[src/core/swt_map.svh]
`ifndef SWT_MAP_SVH
`define SWT_MAP_SVH
// Contract
// Command refused and ignored while the line-busy flag is set.
// Triplet ends within three slots plus at most 1.09 us.
// Line activity starts at most 1.09 us after command acceptance.
// Accepted triplet points the read pointer at the master status register.
// Line-busy flag stays set for three slots during a triplet.
// First bit result at first sample; second bit and direction at second.
// Triplet uses speed, pullup, write-zero, write-one, recovery and resistor settings.
// Triplet parameter bit 7 picks the write slot when both reads are zero.
// Block receive code E1h reads 1 to 63 bytes into the scratchpad.
// Received bytes stored consecutively from scratchpad location zero.
// Block size from parameter bits 5:0; zero means one byte.
// Block receive ends within bytes times eight slots plus at most 1.09 us.
// Line-busy flag stays set for eight slots per received byte.
// Accepted block receive points the read pointer at the master status register.
// Block receive uses speed, pullup, write-one, recovery and resistor settings.
// Triplet code 78h makes two read slots then one write slot.
// Write slot: 01 gives zero, 10 and 11 give one, 00 uses bit 7.
// Host issues no triplet while earlier line activity continues.
// Line-busy flag clears after the final slot and its recovery.
`define SWT_OFF_CMD 9'h000
`define SWT_OFF_STATUS 9'h004
`define SWT_OFF_CONFIG 9'h008
`define SWT_OFF_TIM0 9'h00c
`define SWT_OFF_TIM1 9'h010
`define SWT_OFF_RDPTR 9'h014
`define SWT_SCR_BIT 8
`define SWT_CMD_TRIPLET 8'h78
`define SWT_CMD_BLOCK 8'he1
`define SWT_ST_BUSY 0
`define SWT_ST_REFUSED 1
`define SWT_ST_SBR 5
`define SWT_ST_TSB 6
`define SWT_ST_DIR 7
`define SWT_CFG_SPEED 0
`define SWT_CFG_APU 1
`define SWT_CFG_WPU 2
`define SWT_TRIP_V 7
`define SWT_BS_MSB 5
`define SWT_RST_CONFIG 3'h0
`define SWT_RST_W0L 16'h04b0
`define SWT_RST_W1L 16'h00a0
`define SWT_RST_REC 16'h0064
`define SWT_RST_MSR 16'h00f0
`define SWT_CLK_NS 50
`define SWT_START_MAX_NS 1090
`define SWT_START_MAX_CYC (`SWT_START_MAX_NS / `SWT_CLK_NS)
`define SWT_START_LAT_CYC 2
`define SWT_SLOT_STD_CYC 1300
`define SWT_SLOT_OD_CYC 200
`define SWT_APU_CYC 40
`endif

[src/core/swt_pkg.sv]
package swt_pkg;
	typedef enum logic [1:0] {
		ST_IDLE = 2'b00,
		ST_SLOT = 2'b01,
		ST_REC = 2'b11,
		ST_NEXT = 2'b10
	} swt_state_e;
	typedef enum logic [1:0] {
		SL_READ = 2'b00,
		SL_W0 = 2'b01,
		SL_W1 = 2'b10
	} swt_slot_e;
	typedef enum logic {
		MD_TRIPLET = 1'b0,
		MD_BLOCK = 1'b1
	} swt_mode_e;
endpackage : swt_pkg

[src/core/swt_top.sv]
// The register offsets and register access over Avalon-MM are this design's own decisions.
`timescale 1ns/1ps
`include "swt_map.svh"

module swt_fifo #(
	parameter int W = 8,
	parameter int D = 16
) (
	// Clock and reset
	input wire logic clk,
	input wire logic rst,
	// Fill side
	input wire logic in_valid,
	output logic in_ready,
	input wire logic [W-1:0] in_data,
	// Drain side
	output logic out_valid,
	input wire logic out_ready,
	output logic [W-1:0] out_data
);
	localparam int AW = $clog2(D);

	generate
		if (D < 2 || (1 << AW) != D) begin : g_bad_depth
			$error("fifo depth must be a power of two, at least 2");
		end
	endgenerate

	logic [W-1:0] mem_q [0:D-1];
	logic [AW-1:0] wp_q;
	logic [AW-1:0] rp_q;
	logic [AW:0] cnt_q;

	wire push = in_valid & in_ready;
	wire pop = out_valid & out_ready;

	assign in_ready = cnt_q != D[AW:0];
	assign out_valid = cnt_q != '0;
	assign out_data = mem_q[rp_q];

	always_ff @(posedge clk) begin
		if (rst) begin
			wp_q <= '0;
			rp_q <= '0;
			cnt_q <= '0;
		end else begin
			wp_q <= push ? wp_q + 1'b1 : wp_q;
			rp_q <= pop ? rp_q + 1'b1 : rp_q;
			cnt_q <= cnt_q + {{AW{1'b0}}, push} - {{AW{1'b0}}, pop};
		end
	end

	always_ff @(posedge clk) begin
		if (push) begin
			mem_q[wp_q] <= in_data;
		end
	end
endmodule : swt_fifo

////////////////////////////////////////////////////////////////////////////////

module swt_top import swt_pkg::*; #(
	parameter int SLOT_STD_CYC = `SWT_SLOT_STD_CYC,
	parameter int SLOT_OD_CYC = `SWT_SLOT_OD_CYC,
	parameter int APU_CYC = `SWT_APU_CYC,
	parameter int FIFO_DEPTH = 16
) (
	// Clock and reset
	input wire logic clk,
	input wire logic rst,
	// Avalon-MM slave
	input wire logic [8:0] avs_address,
	input wire logic avs_read,
	input wire logic avs_write,
	input wire logic [31:0] avs_writedata,
	input wire logic [3:0] avs_byteenable,
	output logic [31:0] avs_readdata,
	output logic avs_waitrequest,
	// Single-wire line, open drain
	input wire logic line_in,
	output logic line_out,
	output logic line_oe,
	// Pullup control
	output logic strong_pullup_en,
	output logic weak_pullup_sel
);
	generate
		if (SLOT_STD_CYC < 2 || SLOT_STD_CYC > 65535 || SLOT_OD_CYC < 2 ||
			SLOT_OD_CYC > 65535 || APU_CYC < 1 || APU_CYC > 65535 ||
			`SWT_START_LAT_CYC > `SWT_START_MAX_CYC) begin : g_bad_param
			$error("slot or pullup cycle count out of range");
		end
	endgenerate

	localparam logic [15:0] SLOT_STD = 16'(SLOT_STD_CYC);
	localparam logic [15:0] SLOT_OD = 16'(SLOT_OD_CYC);
	localparam logic [16:0] APU_LEN = 17'(APU_CYC);

	////////////////////////////////////////////////////////////////////////////
	// Bus slave: one wait state on every access

	logic ack_q;
	logic [31:0] rdata_q;
	logic [2:0] config_q;
	logic [15:0] w0l_q;
	logic [15:0] w1l_q;
	logic [15:0] rec_q;
	logic [15:0] msr_q;
	logic [8:0] rdptr_q;
	logic refused_q;
	logic sbr_q;
	logic tsb_q;
	logic dir_q;

	wire req = avs_read | avs_write;
	wire wr_go = avs_write & ack_q;
	wire rd_load = avs_read & ~ack_q;
	wire [31:0] wmask = {{8{avs_byteenable[3]}}, {8{avs_byteenable[2]}},
		{8{avs_byteenable[1]}}, {8{avs_byteenable[0]}}};
	wire sel_scr = avs_address[`SWT_SCR_BIT];
	wire sel_cmd = avs_address == `SWT_OFF_CMD;
	wire sel_status = avs_address == `SWT_OFF_STATUS;
	wire sel_config = avs_address == `SWT_OFF_CONFIG;
	wire sel_tim0 = avs_address == `SWT_OFF_TIM0;
	wire sel_tim1 = avs_address == `SWT_OFF_TIM1;
	wire sel_rdptr = avs_address == `SWT_OFF_RDPTR;
	wire [31:0] tim0_w = ({w1l_q, w0l_q} & ~wmask) | (avs_writedata & wmask);
	wire [31:0] tim1_w = ({msr_q, rec_q} & ~wmask) | (avs_writedata & wmask);

	assign avs_waitrequest = req & ~ack_q;
	assign avs_readdata = rdata_q;

	////////////////////////////////////////////////////////////////////////////
	// Command acceptance

	swt_state_e state_q;
	swt_mode_e mode_q;
	wire busy = state_q != ST_IDLE;
	wire cmd_wr = wr_go & sel_cmd & (&avs_byteenable[1:0]);
	wire [7:0] cmd_code = avs_writedata[7:0];
	wire [7:0] cmd_param = avs_writedata[15:8];
	wire is_trip = cmd_code == `SWT_CMD_TRIPLET;
	wire is_blk = cmd_code == `SWT_CMD_BLOCK;
	wire accept = cmd_wr & ~busy & (is_trip | is_blk);
	wire refuse = cmd_wr & ~accept;
	wire [5:0] bs_field = cmd_param[`SWT_BS_MSB:0];
	wire [5:0] bytes_m1 = (bs_field == 6'h00) ? 6'h00 : bs_field - 6'h01;

	always_ff @(posedge clk) begin
		if (rst) begin
			ack_q <= 1'b0;
			config_q <= `SWT_RST_CONFIG;
			{w1l_q, w0l_q} <= {`SWT_RST_W1L, `SWT_RST_W0L};
			{msr_q, rec_q} <= {`SWT_RST_MSR, `SWT_RST_REC};
			rdptr_q <= `SWT_OFF_STATUS;
			refused_q <= 1'b0;
		end else begin
			ack_q <= req & ~ack_q;
			if (wr_go & sel_config & avs_byteenable[0]) begin
				config_q <= avs_writedata[2:0];
			end
			if (wr_go & sel_tim0) begin
				{w1l_q, w0l_q} <= tim0_w;
			end
			if (wr_go & sel_tim1) begin
				{msr_q, rec_q} <= tim1_w;
			end
			if (accept) begin
				rdptr_q <= `SWT_OFF_STATUS;
			end else if (wr_go & sel_rdptr) begin
				rdptr_q <= avs_writedata[8:0];
			end
			refused_q <= refuse ? 1'b1 : (accept ? 1'b0 : refused_q);
		end
	end

	////////////////////////////////////////////////////////////////////////////
	// Slot engine

	logic [15:0] cnt_q;
	logic [2:0] slot_q;
	logic [5:0] left_q;
	logic [7:0] shift_q;
	logic b1_q;
	logic v_q;
	logic oe_q;
	logic spu_q;
	swt_slot_e kind;


	always_comb begin
		kind = SL_READ;
		if (mode_q == MD_TRIPLET && slot_q == 3'd2) begin
			kind = dir_q ? SL_W1 : SL_W0;
		end
	end

	// Timing registers are sampled live so a new setting applies at once, even within the slot in progress
	wire [15:0] slot_len = config_q[`SWT_CFG_SPEED] ? SLOT_OD : SLOT_STD;
	wire [15:0] low_len = (kind == SL_W0) ? w0l_q : w1l_q;
	wire slot_end = cnt_q == slot_len - 16'h0001;
	// Decision cycle is the last recovery cycle, so slot plus recovery stays exact
	wire rec_done = ({1'b0, cnt_q} + 17'h00002) >= {1'b0, rec_q};
	wire sample = (state_q == ST_SLOT) & (kind == SL_READ) & (cnt_q == msr_q);
	wire blk_byte = (mode_q == MD_BLOCK) & (slot_q == 3'd7);
	wire last = (mode_q == MD_TRIPLET) ? (slot_q == 3'd2) : (blk_byte & (left_q == 6'h00));
	wire fifo_in_ready;
	wire push = (state_q == ST_NEXT) & blk_byte;
	wire stall = push & ~fifo_in_ready;
	wire drive_low = (state_q == ST_SLOT) & (cnt_q < low_len);
	wire in_apu = ({1'b0, cnt_q} >= {1'b0, low_len}) &
		({1'b0, cnt_q} < {1'b0, low_len} + APU_LEN);
	wire spu_d = config_q[`SWT_CFG_APU] & (state_q == ST_SLOT) & in_apu;

	always_ff @(posedge clk) begin
		if (rst) begin
			state_q <= ST_IDLE;
			mode_q <= MD_TRIPLET;
			cnt_q <= '0;
			slot_q <= '0;
			left_q <= '0;
			v_q <= 1'b0;
		end else begin
			unique case (state_q)
				ST_IDLE: begin
					if (accept) begin
						state_q <= ST_SLOT;
						mode_q <= is_blk ? MD_BLOCK : MD_TRIPLET;
						cnt_q <= '0;
						slot_q <= '0;
						left_q <= bytes_m1;
						v_q <= cmd_param[`SWT_TRIP_V];
					end
				end
				ST_SLOT: begin
					cnt_q <= slot_end ? 16'h0000 : cnt_q + 16'h0001;
					if (slot_end) begin
						state_q <= ST_REC;
					end
				end
				ST_REC: begin
					cnt_q <= cnt_q + 16'h0001;
					if (rec_done) begin
						state_q <= ST_NEXT;
					end
				end
				ST_NEXT: begin
					// A full FIFO holds the line idle between bytes
					cnt_q <= '0;
					if (!stall) begin
						state_q <= last ? ST_IDLE : ST_SLOT;
						slot_q <= slot_q + 3'd1;
						left_q <= blk_byte ? left_q - 6'h01 : left_q;
					end
				end
			endcase
		end
	end

	always_ff @(posedge clk) begin
		if (rst) begin
			sbr_q <= 1'b0;
			tsb_q <= 1'b0;
			dir_q <= 1'b0;
			b1_q <= 1'b0;
			shift_q <= '0;
			oe_q <= 1'b0;
			spu_q <= 1'b0;
		end else begin
			oe_q <= drive_low;
			spu_q <= spu_d;
			if (sample && mode_q == MD_TRIPLET && slot_q == 3'd0) begin
				sbr_q <= line_in;
				b1_q <= line_in;
			end
			if (sample && mode_q == MD_TRIPLET && slot_q == 3'd1) begin
				tsb_q <= line_in;
				dir_q <= b1_q | (~line_in & v_q);
			end
			if (sample && mode_q == MD_BLOCK) begin
				shift_q <= {line_in, shift_q[7:1]};
			end
		end
	end

	assign line_out = 1'b0;
	assign line_oe = oe_q;
	assign strong_pullup_en = spu_q;
	assign weak_pullup_sel = config_q[`SWT_CFG_WPU];

	////////////////////////////////////////////////////////////////////////////
	// Receive FIFO and input scratchpad

	wire fifo_out_valid;
	wire [7:0] fifo_out_data;
	// Drain yields to a bus read so the scratchpad needs one port only
	wire fifo_out_ready = ~(rd_load & sel_scr);
	logic [5:0] wp_q;
	logic [7:0] scr_q [0:63];

	swt_fifo #(
		.W(8),
		.D(FIFO_DEPTH)
	) u_fifo (
		.clk(clk),
		.rst(rst),
		.in_valid(push),
		.in_ready(fifo_in_ready),
		.in_data(shift_q),
		.out_valid(fifo_out_valid),
		.out_ready(fifo_out_ready),
		.out_data(fifo_out_data)
	);

	wire drain = fifo_out_valid & fifo_out_ready;

	always_ff @(posedge clk) begin
		if (rst) begin
			wp_q <= '0;
		end else if (accept && is_blk) begin
			wp_q <= '0;
		end else if (drain) begin
			wp_q <= wp_q + 6'h01;
		end
	end

	always_ff @(posedge clk) begin
		if (drain) begin
			scr_q[wp_q] <= fifo_out_data;
		end
	end

	////////////////////////////////////////////////////////////////////////////
	// Read data

	logic [31:0] status_w;
	logic [31:0] rd_mux;

	always_comb begin
		status_w = 32'h0000_0000;
		status_w[`SWT_ST_BUSY] = busy;
		status_w[`SWT_ST_REFUSED] = refused_q;
		status_w[`SWT_ST_SBR] = sbr_q;
		status_w[`SWT_ST_TSB] = tsb_q;
		status_w[`SWT_ST_DIR] = dir_q;
	end

	always_comb begin
		rd_mux = 32'h0000_0000;
		if (sel_scr) begin
			rd_mux = {24'h00_0000, scr_q[avs_address[7:2]]};
		end else if (sel_status) begin
			rd_mux = status_w;
		end else if (sel_config) begin
			rd_mux = {29'h0000_0000, config_q};
		end else if (sel_tim0) begin
			rd_mux = {w1l_q, w0l_q};
		end else if (sel_tim1) begin
			rd_mux = {msr_q, rec_q};
		end else if (sel_rdptr) begin
			rd_mux = {23'h00_0000, rdptr_q};
		end
	end

	always_ff @(posedge clk) begin
		if (rst) begin
			rdata_q <= 32'h0000_0000;
		end else if (rd_load) begin
			rdata_q <= rd_mux;
		end
	end
endmodule : swt_top

[config.mk]
export PLATFORM = sky130hd
export DESIGN_NAME = swt_top
export DESIGN_NICKNAME = d
export VERILOG_FILES = /design/src/core/swt_pkg.sv /design/src/core/swt_top.sv
export VERILOG_INCLUDE_DIRS = /design/src /design/src/core
export SDC_FILE = /design/constraint.sdc
export NUM_CORES = 1
export LEC_CHECK = 0
export BUFFER_PORTS_ARGS = -buffer_cell sky130_fd_sc_hd__buf_2
export CAP_MARGIN = 20
export CELL_PAD_IN_SITES_DETAIL_PLACEMENT = 1
export CELL_PAD_IN_SITES_GLOBAL_PLACEMENT = 1
export CORE_MARGIN = 4
export CORE_UTILIZATION = 43
export DETAILED_ROUTE_END_ITERATION = 8
export PLACE_DENSITY_LB_ADDON = 0.1
export SLEW_MARGIN = 25
export SYNTH_ARGS = -nofsm -noshare
export SYNTH_HDL_FRONTEND = slang
export SYNTH_SLANG_ARGS = --single-unit
[constraint.sdc]
create_clock -name clk -period 3.1 [get_ports clk]
set_input_delay 0.31 -clock clk [delete_from_list [all_inputs] [get_ports clk]]
set_output_delay 0.31 -clock clk [all_outputs]
set_load 0.03 [all_outputs]
After elaboration in Yosys (flattened, before gate mapping)
Memory sizes are Yosys's and may differ from the RTL's. A register that Yosys moved wholly into a read port is not among the register bits.
Index checks and enable logic that the tools add are counted.
{ "totals": {"latch_bits": 0, "output_inout_bits": 37, "in_bits": 50, "mem_count": 2, "ramBits": 640, "elab_cells": 168, "reg_bits": 171, "romBits": 0} }
{ "classes": {"add_sub_neg": 12, "div_mod_pow": 0, "n_mux": 37, "mul": 0, "bitwise": 43, "n_lt_le_gt_ge": 4, "n_eq_ne": 22, "shift": 0, "n_reduce_logical": 23} }
{ "memory_table": {"columns": ["name", "depth", "width", "rd", "rd_ports_with_merged_regs", "wr", "line_no", "text"], "rows": [
  ["scr_q", 64, 8, 1, 0, 1, "swt_top.sv:299", "logic [7:0] scr_q [0:63];"],
  ["u_fifo.mem_q", 16, 8, 1, 1, 1, "swt_top.sv:29", "logic [W-1:0] mem_q [0:D-1];"]
]} }
{ "op_table": {"columns": ["op", "n"], "rows": [
  ["$mux 32", 5],
  ["$and 32x32->32", 3],
  ["$or 32x32->32", 2],
  ["$pmux 16 s4", 1],
  ["$mux 16", 3],
  ["$eq 16x16->1", 2],
  ["$not 32->32", 1],
  ["$and 1x1->1", 27],
  ["$mux 6", 4],
  ["$eq 9x4->1 const B", 2],
  ["$eq 9x5->1 const B", 2],
  ["$add 16x2->17 const B", 1],
  ["$add 16x6->17 const B", 1],
  ["$ge 17x16->1", 1],
  ["$lt 16x17->1", 1],
  ["$add 16x1->16 const B", 1],
  ["$ge 16x16->1", 1],
  ["$lt 16x16->1", 1],
  ["$logic_not 6->1", 2],
  ["$mux 2", 6],
  ["$pmux 6 s2", 1],
  ["$sub 11x1->12 const B", 1],
  ["$sub 6x1->6 const B", 2],
  ["$mux 11", 1],
  ["other kinds (33)", 69]
]} }

Depth between registers and ports, before layout
Gate-level depths: netlist (run 1).
{ "depth": {"word_depth": 9, "depth_mapped": 18, "mapped_depth_nobuf": 17} }

Hierarchy
From an unflattened synthesis (run 1), not the netlist that was laid out.
{ "unflattened": {"hier_cells": 2347, "area_unflattened_um2": 34908.5} }
{ "modules_own_cells": {"columns": ["mod", "area_each_um2", "instances", "seq_area_each_um2", "cells_each"], "rows": [
  ["swt_top", 29097.9, 1, 18537.8, 2039],
  ["swt_fifo", 5810.6, 1, 4184.0, 308]
]} }

Least setup slack after synthesis (run 1)
OpenSTA, ideal clock, no wires.
{ "synth_path": {"kind": "reg-to-reg", "startpoint": "register slot_q[0]", "endpoint": "register spu_q (netlist: strong_pullup_en)", "setup_time_ps": 135, "arrival_ps": 3132, "setup_slack_ps": -167, "n_path_buf": 1, "stages_incl_launch_ff": 19, "path_cell_list": "dfxtp_1 inv_1 ha_1 nor4b_2 buf_2 mux2i_1 inv_1 ha_1 inv_1 a21o_1 o21bai_1 nor2_1 xor2_1 ha_1 o2111ai_1 nor3_1 o21ai_0 a211oi_1 a311oi_1"} }
{ "synth_via": {"elab_chain_cells": 9} }
{ "synth_lines": {"columns": ["element", "line_no", "text"], "rows": [
  ["from (decl)", "swt_top.sv:181", "logic [2:0] slot_q;"],
  ["from (signal assigned)", "swt_top.sv:252", "slot_q <= slot_q + 3'd1;"],
  ["$eq 3x2->1 *", "swt_top.sv:193", "if (mode_q == MD_TRIPLET && slot_q == 3'd2) begin"],
  ["$logic_and 1x1->1 *", "swt_top.sv:193", null],
  ["$mux 2 *", "swt_top.sv:193", null],
  ["$eq 2x1->1 *", "swt_top.sv:200", "wire [15:0] low_len = (kind == SL_W0) ? w0l_q : w1l_q;"],
  ["$mux 16 *", "swt_top.sv:200", null],
  ["$add 16x6->17", "swt_top.sv:212", "({1'b0, cnt_q} < {1'b0, low_len} + APU_LEN);"],
  ["$lt 16x17->1", "swt_top.sv:212", null],
  ["$and 1x1->1 *", "swt_top.sv:211", "wire in_apu = ({1'b0, cnt_q} >= {1'b0, low_len}) &"],
  ["$and 1x1->1 *", "swt_top.sv:213", "wire spu_d = config_q[`SWT_CFG_APU] & (state_q == ST_SLOT) & in_apu;"],
  ["to (signal assigned)", "swt_top.sv:271", "spu_q <= spu_d;"],
  ["to (decl)", "swt_top.sv:187", "logic spu_q;"]
]} }
Mark *: on every way between the ends. The rest lies on a longest branch, timed or not.
A chain may end at the register's enable or synchronous reset.

Worst setup path after layout (run 1)
Ends and elaborated chain as after synthesis.

==> run_results.csv, run 1 <==
group,metric,value,unit
worst_setup_path,worst_ep_required_time,3.58,ns
cells_and_area,antennaDiodeCount,0,
global_routing,grt.met3_usage,0.0358,
worst_setup_path,cp_top_family,"compound AO/OA/AOI/OAI gates",
global_routing,overflow,0,
cells_and_area,nets,2688,
die,rows,103,
die,core_area,0.0795,mm2
worst_hold_path,worstHoldPathType,"in2reg",
sta,fmax,317,MHz
cells_and_area,fin_cells,3691,
power,combinationalPowerShare,0.145,
outcome,status,"finished with violations",
power,leakagePower,0.0139,uW
clock_network,root_buffer,"clkbuf_16",
yosys,yosysTopAreaCell,"edfxtp_1",
clock_network,clkSlewWorstSetupHoldPaths,0.06,ns
power,intPower,20400,uW
yosys,synth_top_cell_area_share,0.553,
global_routing,antenna_found_initial,1,
placement,gp_congestion,0.848,
worst_setup_path,crit_slowest_cell,"dfxtp_2",
global_routing,grt_use_met1,0.315,
drt,via_per_inst,5.76,
sta,drv_slew,0,
placement,dpl_cell_area,0.0375,mm2
cells_and_area,area_delta_synth_final,17.5,%
worst_setup_path,end_kind,"flop",
drt,finalWirelength,101,mm
power,power.density,675,mW/mm2
power,power_switching,7150,uW
yosys,synth_cell_types,81,
yosys,synthMostInstantiatedCell,"edfxtp_1",
worst_setup_path,r2r_slack,-0.05,ns
yosys,syn_avg_cell_area,15.1,um2
clock_network,cts.sinks,815,
die,die_h,292,um
worst_setup_path,worstPathMaxFanout,4,
drt,drtIter0Drc,1715,
global_routing,grt_pass1_wl,149,mm
sta,slew_headroom,0.304,
worst_setup_path,crit_chain,"inv_2 -> ha_4 -> nor4b_4 -> buf_6 -> mux2i_4 -> inv_2 -> ha_4 -> inv_2 -> a21o_1 -> o21bai_4 -> nor2_2 -> xor2_1 -> ha_1 -> o2111ai_2 -> nor3_1 -> o21ai_1 -> a211oi_2 -> a311oi_1",
yosys,synthFlopType,"edfxtp_1",
global_routing,busiest_layer,"met2",
yosys,synthCells,2306,
sta,finClkSkew,0.0388,ns
placement,dp_slack,-0.486,ns
worst_setup_path,crit_top_cell,"inv_2",
die,dieArea,0.0854,mm2
drt,num_vias,21300,
placement,dpl.hpwl,69.1,mm
worst_setup_path,max_stage_delay,0.32,ns
worst_setup_path,critPathBufInv,4,
die,initial_utilization,0.437,
global_routing,grt_max_degree,67,
placement,numPortBuffers,85,
drt,drc,0,
global_routing,grt_pass1_vias,22600,
drt,wl_per_cell,27.3,um
sta,worstMarginPinSlew,1.04,ns
die,pin_count,87,
global_routing,met2_usage,0.391,
clock_network,cts_buffers,89,
worst_setup_path,critPathLaunchType,"flop",
yosys,synthTopCellsByCount,"edfxtp_1, nor2_1, dfxtp_1",
clock_network,tritoncts,"yes",
die,fp.dieW,292,um
yosys,netlist_area,0.0348,mm2
yosys,ys_seq_area_frac,0.654,
drt,ant_nets,0,
worst_setup_path,crit_arrival,3.63,ns
yosys,synth_edf_count,640,
run,maxCapViolCount,0,
sta,fin_ws,-0.0542,ns
yosys,ys_async_sr_fraction,0,
sta,finalCritPeriodShare,1.02,
sta,rsz0062_at_grt,"yes",
sta,setup_viol,1,
sta,fin_crit,3.15,ns
yosys,ys_warn_count,0,
power,clkPwrFrac,0.374,
outcome,violations,"setup timing",
yosys,synth_nets,2422,
global_routing,grt_usage,0.234,
cells_and_area,drive_above_1_share,0.231,
power,p_sw_frac,0.259,
clock_network,h-tree-depth,3,
power,seqPwrFrac,0.481,
worst_setup_path,critical_path_class,"reg2reg",
yosys,synthTopCellsByArea,"edfxtp_1, dfxtp_1, mux4_2",
yosys,synth_seq_cells,815,
clock_network,insertion_delay,0.64,ns
drt,dr.pass1.iters,7,
power,vdd_drop_max,0.000541,V
cells_and_area,postLayoutCellArea,0.0408,mm2
clock_network,clk_path_buf_depth,3,
placement,place_inst,3490,
sta,hold_viol_final,0,
-- worst min-delay path, stage by stage --
cell and delay, ns:
buf_2 0.16, mux2i_1 0.09, nor2_1 0.08
-- flip-flops by register name (all words and copies together) (netlist names), named ones only --
register          flops
u_fifo.mem_q        128
wp_q                  6
state_q               2
u_fifo.rp_q           4
cnt_q                16
u_fifo.cnt_q          5
left_q                6
dir_q                 1
shift_q               8
rdptr_q               9
strong_pullup_en      1
line_oe               1
config_q              3
avs_readdata         32
tsb_q                 1
b1_q                  1
refused_q             1
v_q                   1
slot_q                3
ack_q                 1
scr_q               512
mode_q                1
u_fifo.wp_q           4
-- placed cells by master, fill, tap and decap left out, drive strengths merged, types with 17 or more instances in the layout --
master / count
edfxtp: 640
buf: 282
nor2: 225
dfxtp: 175
mux4: 169
nand2: 158
clkbuf: 125
mux2i: 110
a21oi: 86
ha: 65
inv: 47
nor3: 38
a22oi: 36
nand3: 35
dlygate4sd3: 32
xnor2: 30
o21ai: 30
nand4: 28
xor2: 28
clkinv: 27
and2: 24
a2bb2oi: 23
and3: 18
a211oi: 17
-- power by group through the flow --
stage	clock network (uW)	registers [uW]	logic [uW]
6_report	10300	13300	4000
5_1_grt	11100	13300	4290
4_1_cts	10600	13300	4070
3_5_place_dp	0	13500	4030
3_3_place_gp	0	13500	3870
2_1_floorplan	0	13400	2140
-- through the flow --
| step | power [uW] | hold WS [ns] | setup TNS [ns] | utilization |
|---|---|---|---|---|
| 3_3_place_gp | 17300 | 0.439 | -0.378 | 0.471 |
| 6_report | 27600 | 0.0450 | -0.0542 | 0.513 |
| 2_1_floorplan | 15600 | 0.428 | 0 | - |
| 3_5_place_dp | 17500 | 0.449 | -0.655 | 0.471 |
| 5_1_grt | 28600 | 0.0376 | -0.267 | 0.513 |
| 4_1_cts | 27900 | 0.00296 | -0.130 | 0.512 |
-- final cells by class --
class,instances,area [um2]
flip-flops and latches,815,22700
fillers,7614,38700
clock buffers,125,2490
multi-input cells,1306,11300
well taps,1050,1310
clock inverters,35,357
repair buffers,314,2460
inverters,46,173
-- cells by family after synthesis --
logic type / count (synthesis) / share of synthesized area
other: 1 / 0.000108
muxes: 285 / 0.145
buffers and inverters: 185 / 0.0248
and+or+nand+nor: 617 / 0.0841
adders and majority gates: 66 / 0.0240
DFF: 815 / 0.654
xor gates and xnor gates: 58 / 0.0146
AOI/OAI and AO/OA: 279 / 0.0539
-- per-layer routing --
layer / vias to the layer above / wire (um)
met2: 600 / 49300
met5: - / 0
met1: 11100 / 42700
met4: 0 / 3590
met3: 176 / 5120
li1: 9434 / -
-- path summary, 6_finish.rpt --
check / from / endpoint / cells past startpoint
setup / recovery: slot_q[0] / strong_pullup_en / 18
hold / removal: line_in / tsb_q / 3
setup reg to reg: slot_q[0] / strong_pullup_en / 18
hold reg to reg: avs_readdata[8] / avs_readdata[8] / 2
-- repair_timing --
action / in CTS / in global routing
buffers inserted: 5 / 4
endpoints found under the setup margin: 2 / 3
cloned: 0 / 0
pin swaps: 8 / 8
gates resized for setup: 17 / 17
hold buffers: 32 / 0
hold endpoints to repair: 67 / 0
(Power assumes the default switching activity.)
==> run 2: changes to the inputs <==
--- a/config.mk
+++ b/config.mk
@@ -11,7 +11,7 @@
 export CELL_PAD_IN_SITES_DETAIL_PLACEMENT = 1
 export CELL_PAD_IN_SITES_GLOBAL_PLACEMENT = 1
 export CORE_MARGIN = 4
-export CORE_UTILIZATION = 43
+export CORE_UTILIZATION = 48
 export DETAILED_ROUTE_END_ITERATION = 8
 export PLACE_DENSITY_LB_ADDON = 0.1
 export SLEW_MARGIN = 25
==> run_results.csv, run 2 (synthesized netlist as in run 1, its figures left out) <==
group,metric,value,unit
worst_setup_path,reg2reg_depth,18,
sta,fin_ws,-0.168,ns
drt,drc,0,
global_routing,grt_max_degree,76,
clock_network,clkSlewWorstSetupHoldPaths,0.06,ns
clock_network,root_buffer,"clkbuf_16",
sta,rsz0062_at_grt,"yes",
worst_setup_path,end_kind,"flop",
cells_and_area,multi_input_area,0.0113,mm2
global_routing,grt_pass1_vias,22600,
die,fp.dieW,277,um
worst_setup_path,startpoint,"slot_q[0]",
outcome,status,"finished with violations",
sta,setup_viol,1,
die,pin_count,87,
clock_network,clk_path_buf_depth,3,
drt,dr.pass1.iters,5,
sta,fmax,306,MHz
cells_and_area,seq_area,0.0227,mm2
die,core_area,0.0716,mm2
die,die_h,277,um
worst_setup_path,critPathLaunchType,"flop",
run,maxCapViolCount,0,
worst_setup_path,critical_path_class,"reg2reg",
outcome,violations,"setup timing",
cells_and_area,top_register,"scr_q",
drt,wl_per_cell,27.1,um
drt,finalWirelength,97.5,mm
global_routing,overflow,0,
cells_and_area,final_common_cell,"edfxtp_1",
cells_and_area,area_delta_synth_final,17.0,%
global_routing,antenna_found_initial,0,
sta,finalCritPeriodShare,1.05,
sta,drv_slew,0,
clock_network,cts_buffers,86,
placement,dpl.hpwl,66.5,mm
global_routing,grt_pass1_wl,146,mm
die,dieArea,0.0768,mm2
cells_and_area,drive_above_1_share,0.233,
power,power.density,672,mW/mm2
drt,ant_nets,0,
placement,gp_congestion,0.886,
die,initial_utilization,0.485,
worst_setup_path,worstPathMaxFanout,4,
cells_and_area,final_cell_mix,"edfxtp_1, nor2_1, buf_4, dfxtp_1, nand2_1",
worst_setup_path,crit_arrival,3.77,ns
clock_network,cts.sinks,815,
drt,num_vias,21400,
sta,slew_headroom,0.425,
power,vdd_drop_max,0.000561,V
clock_network,h-tree-depth,3,
die,rows,98,
drt,drtIter0Drc,1843,
worst_setup_path,r2r_start,"slot_q[0]",
sta,hold_viol_final,0,
placement,dp_slack,-0.294,ns
worst_setup_path,r2r_slack,-0.17,ns
sta,worstMarginPinSlew,0.863,ns
power,leakagePower,0.0139,uW
clock_network,tritoncts,"yes",
power,fin_total_pwr,27300,uW
sta,fin_crit,3.27,ns
worst_hold_path,worstHoldPathType,"in2reg",
global_routing,grt_usage,0.252,
worst_setup_path,reg2reg_to,"strong_pullup_en",
worst_setup_path,endpoint,"strong_pullup_en",
cells_and_area,largest_reg_flops,512,
drt,via_per_inst,5.95,
sta,finClkSkew,0.0242,ns
cells_and_area,n_fill_cell,6743,
worst_setup_path,worst_ep_required_time,3.60,ns
placement,numPortBuffers,85,
cells_and_area,nets,2695,
clock_network,insertion_delay,0.64,ns
cells_and_area,antennaDiodeCount,0,
==> run 2: routing by layer <==
metal  GRT usage  wire (um)  vias to the layer above  part of all wire
met5           0          0                        -                 0
met4      0.0848       3380                        0             0.035
met3      0.0309       4340                      165             0.045
met2       0.425      48200                      589              0.49
met1       0.344      41600                    11200              0.43
li1            -          -                     9458                 -
==> run 2: what timing repair did <==
action | CTS | global route
pin swaps | 9 | 8
hold endpoints to repair | 53 | 0
resized for setup | 27 | 8
hold buffers | 31 | 0
buffers inserted | 5 | 2
setup endpoints to repair | 2 | 2
==> run 2: where the power goes <==
group / switching, uW / total (uW) / leakage, uW / internal [uW]
Clock: 4250 / 10200 / 0.00135 / 5930
Sequential: 173 / 13300 / 0.00719 / 13100
Combinational: 2590 / 3800 / 0.00540 / 1210
==> run 2: worst min-delay path by stage <==
stage	startpoint	to	slack, ns	cells past startpoint
6_report	avs_writedata[3]	flop	0.04	3
4_1_cts	avs_writedata[3]	rdptr_q[3]	0.003	3
5_1_grt	avs_writedata[3]	rdptr_q[3]	0.04	3
3_5_place_dp	rdptr_q[0]	rdptr_q[0]	0.44	2
2_1_floorplan	rdptr_q[0]	rdptr_q[0]	0.43	2
3_3_place_gp	rdptr_q[0]	rdptr_q[0]	0.44	2
==> run 2: layout make-up <==
class                           count  area share
Sequential cell                   815       0.559
Tap cell                          950      0.0292
Clock inverter                     28     0.00788
Timing Repair Buffer              324      0.0606
Inverter                           46     0.00431
Clock buffer                      129      0.0605
Multi-Input combinational cell   1306       0.278
==> run 2: through the flow <==
stage                      util  TNS [ns]  hold WS (ns)  cells  cell area (um2)
final                     0.568    -0.168        0.0359   3598            40600
after global placement    0.522    -0.120         0.435   3403            37400
after floorplan               -         0         0.428   2306            34800
after CTS                 0.567   -0.0953       0.00258   3596            40600
after detailed placement  0.522    -0.294         0.444   3403            37400
after global routing      0.568    -0.280        0.0354   3598            40600
==> run 2: worst max-delay path, stage by stage (launching register included) <==
cell      delay (ns)
dfxtp_2         0.32
inv_2           0.08
ha_4            0.15
nor4b_4         0.24
buf_12          0.17
mux2i_4         0.25
inv_2           0.08
ha_4            0.17
inv_4           0.05
a21o_1          0.17
o21bai_4        0.17
nor2_2          0.06
xor2_1          0.15
ha_1            0.35
buf_6           0.12
a21oi_2         0.04
o221a_2         0.27
a211oi_2        0.24
a311oi_1        0.07
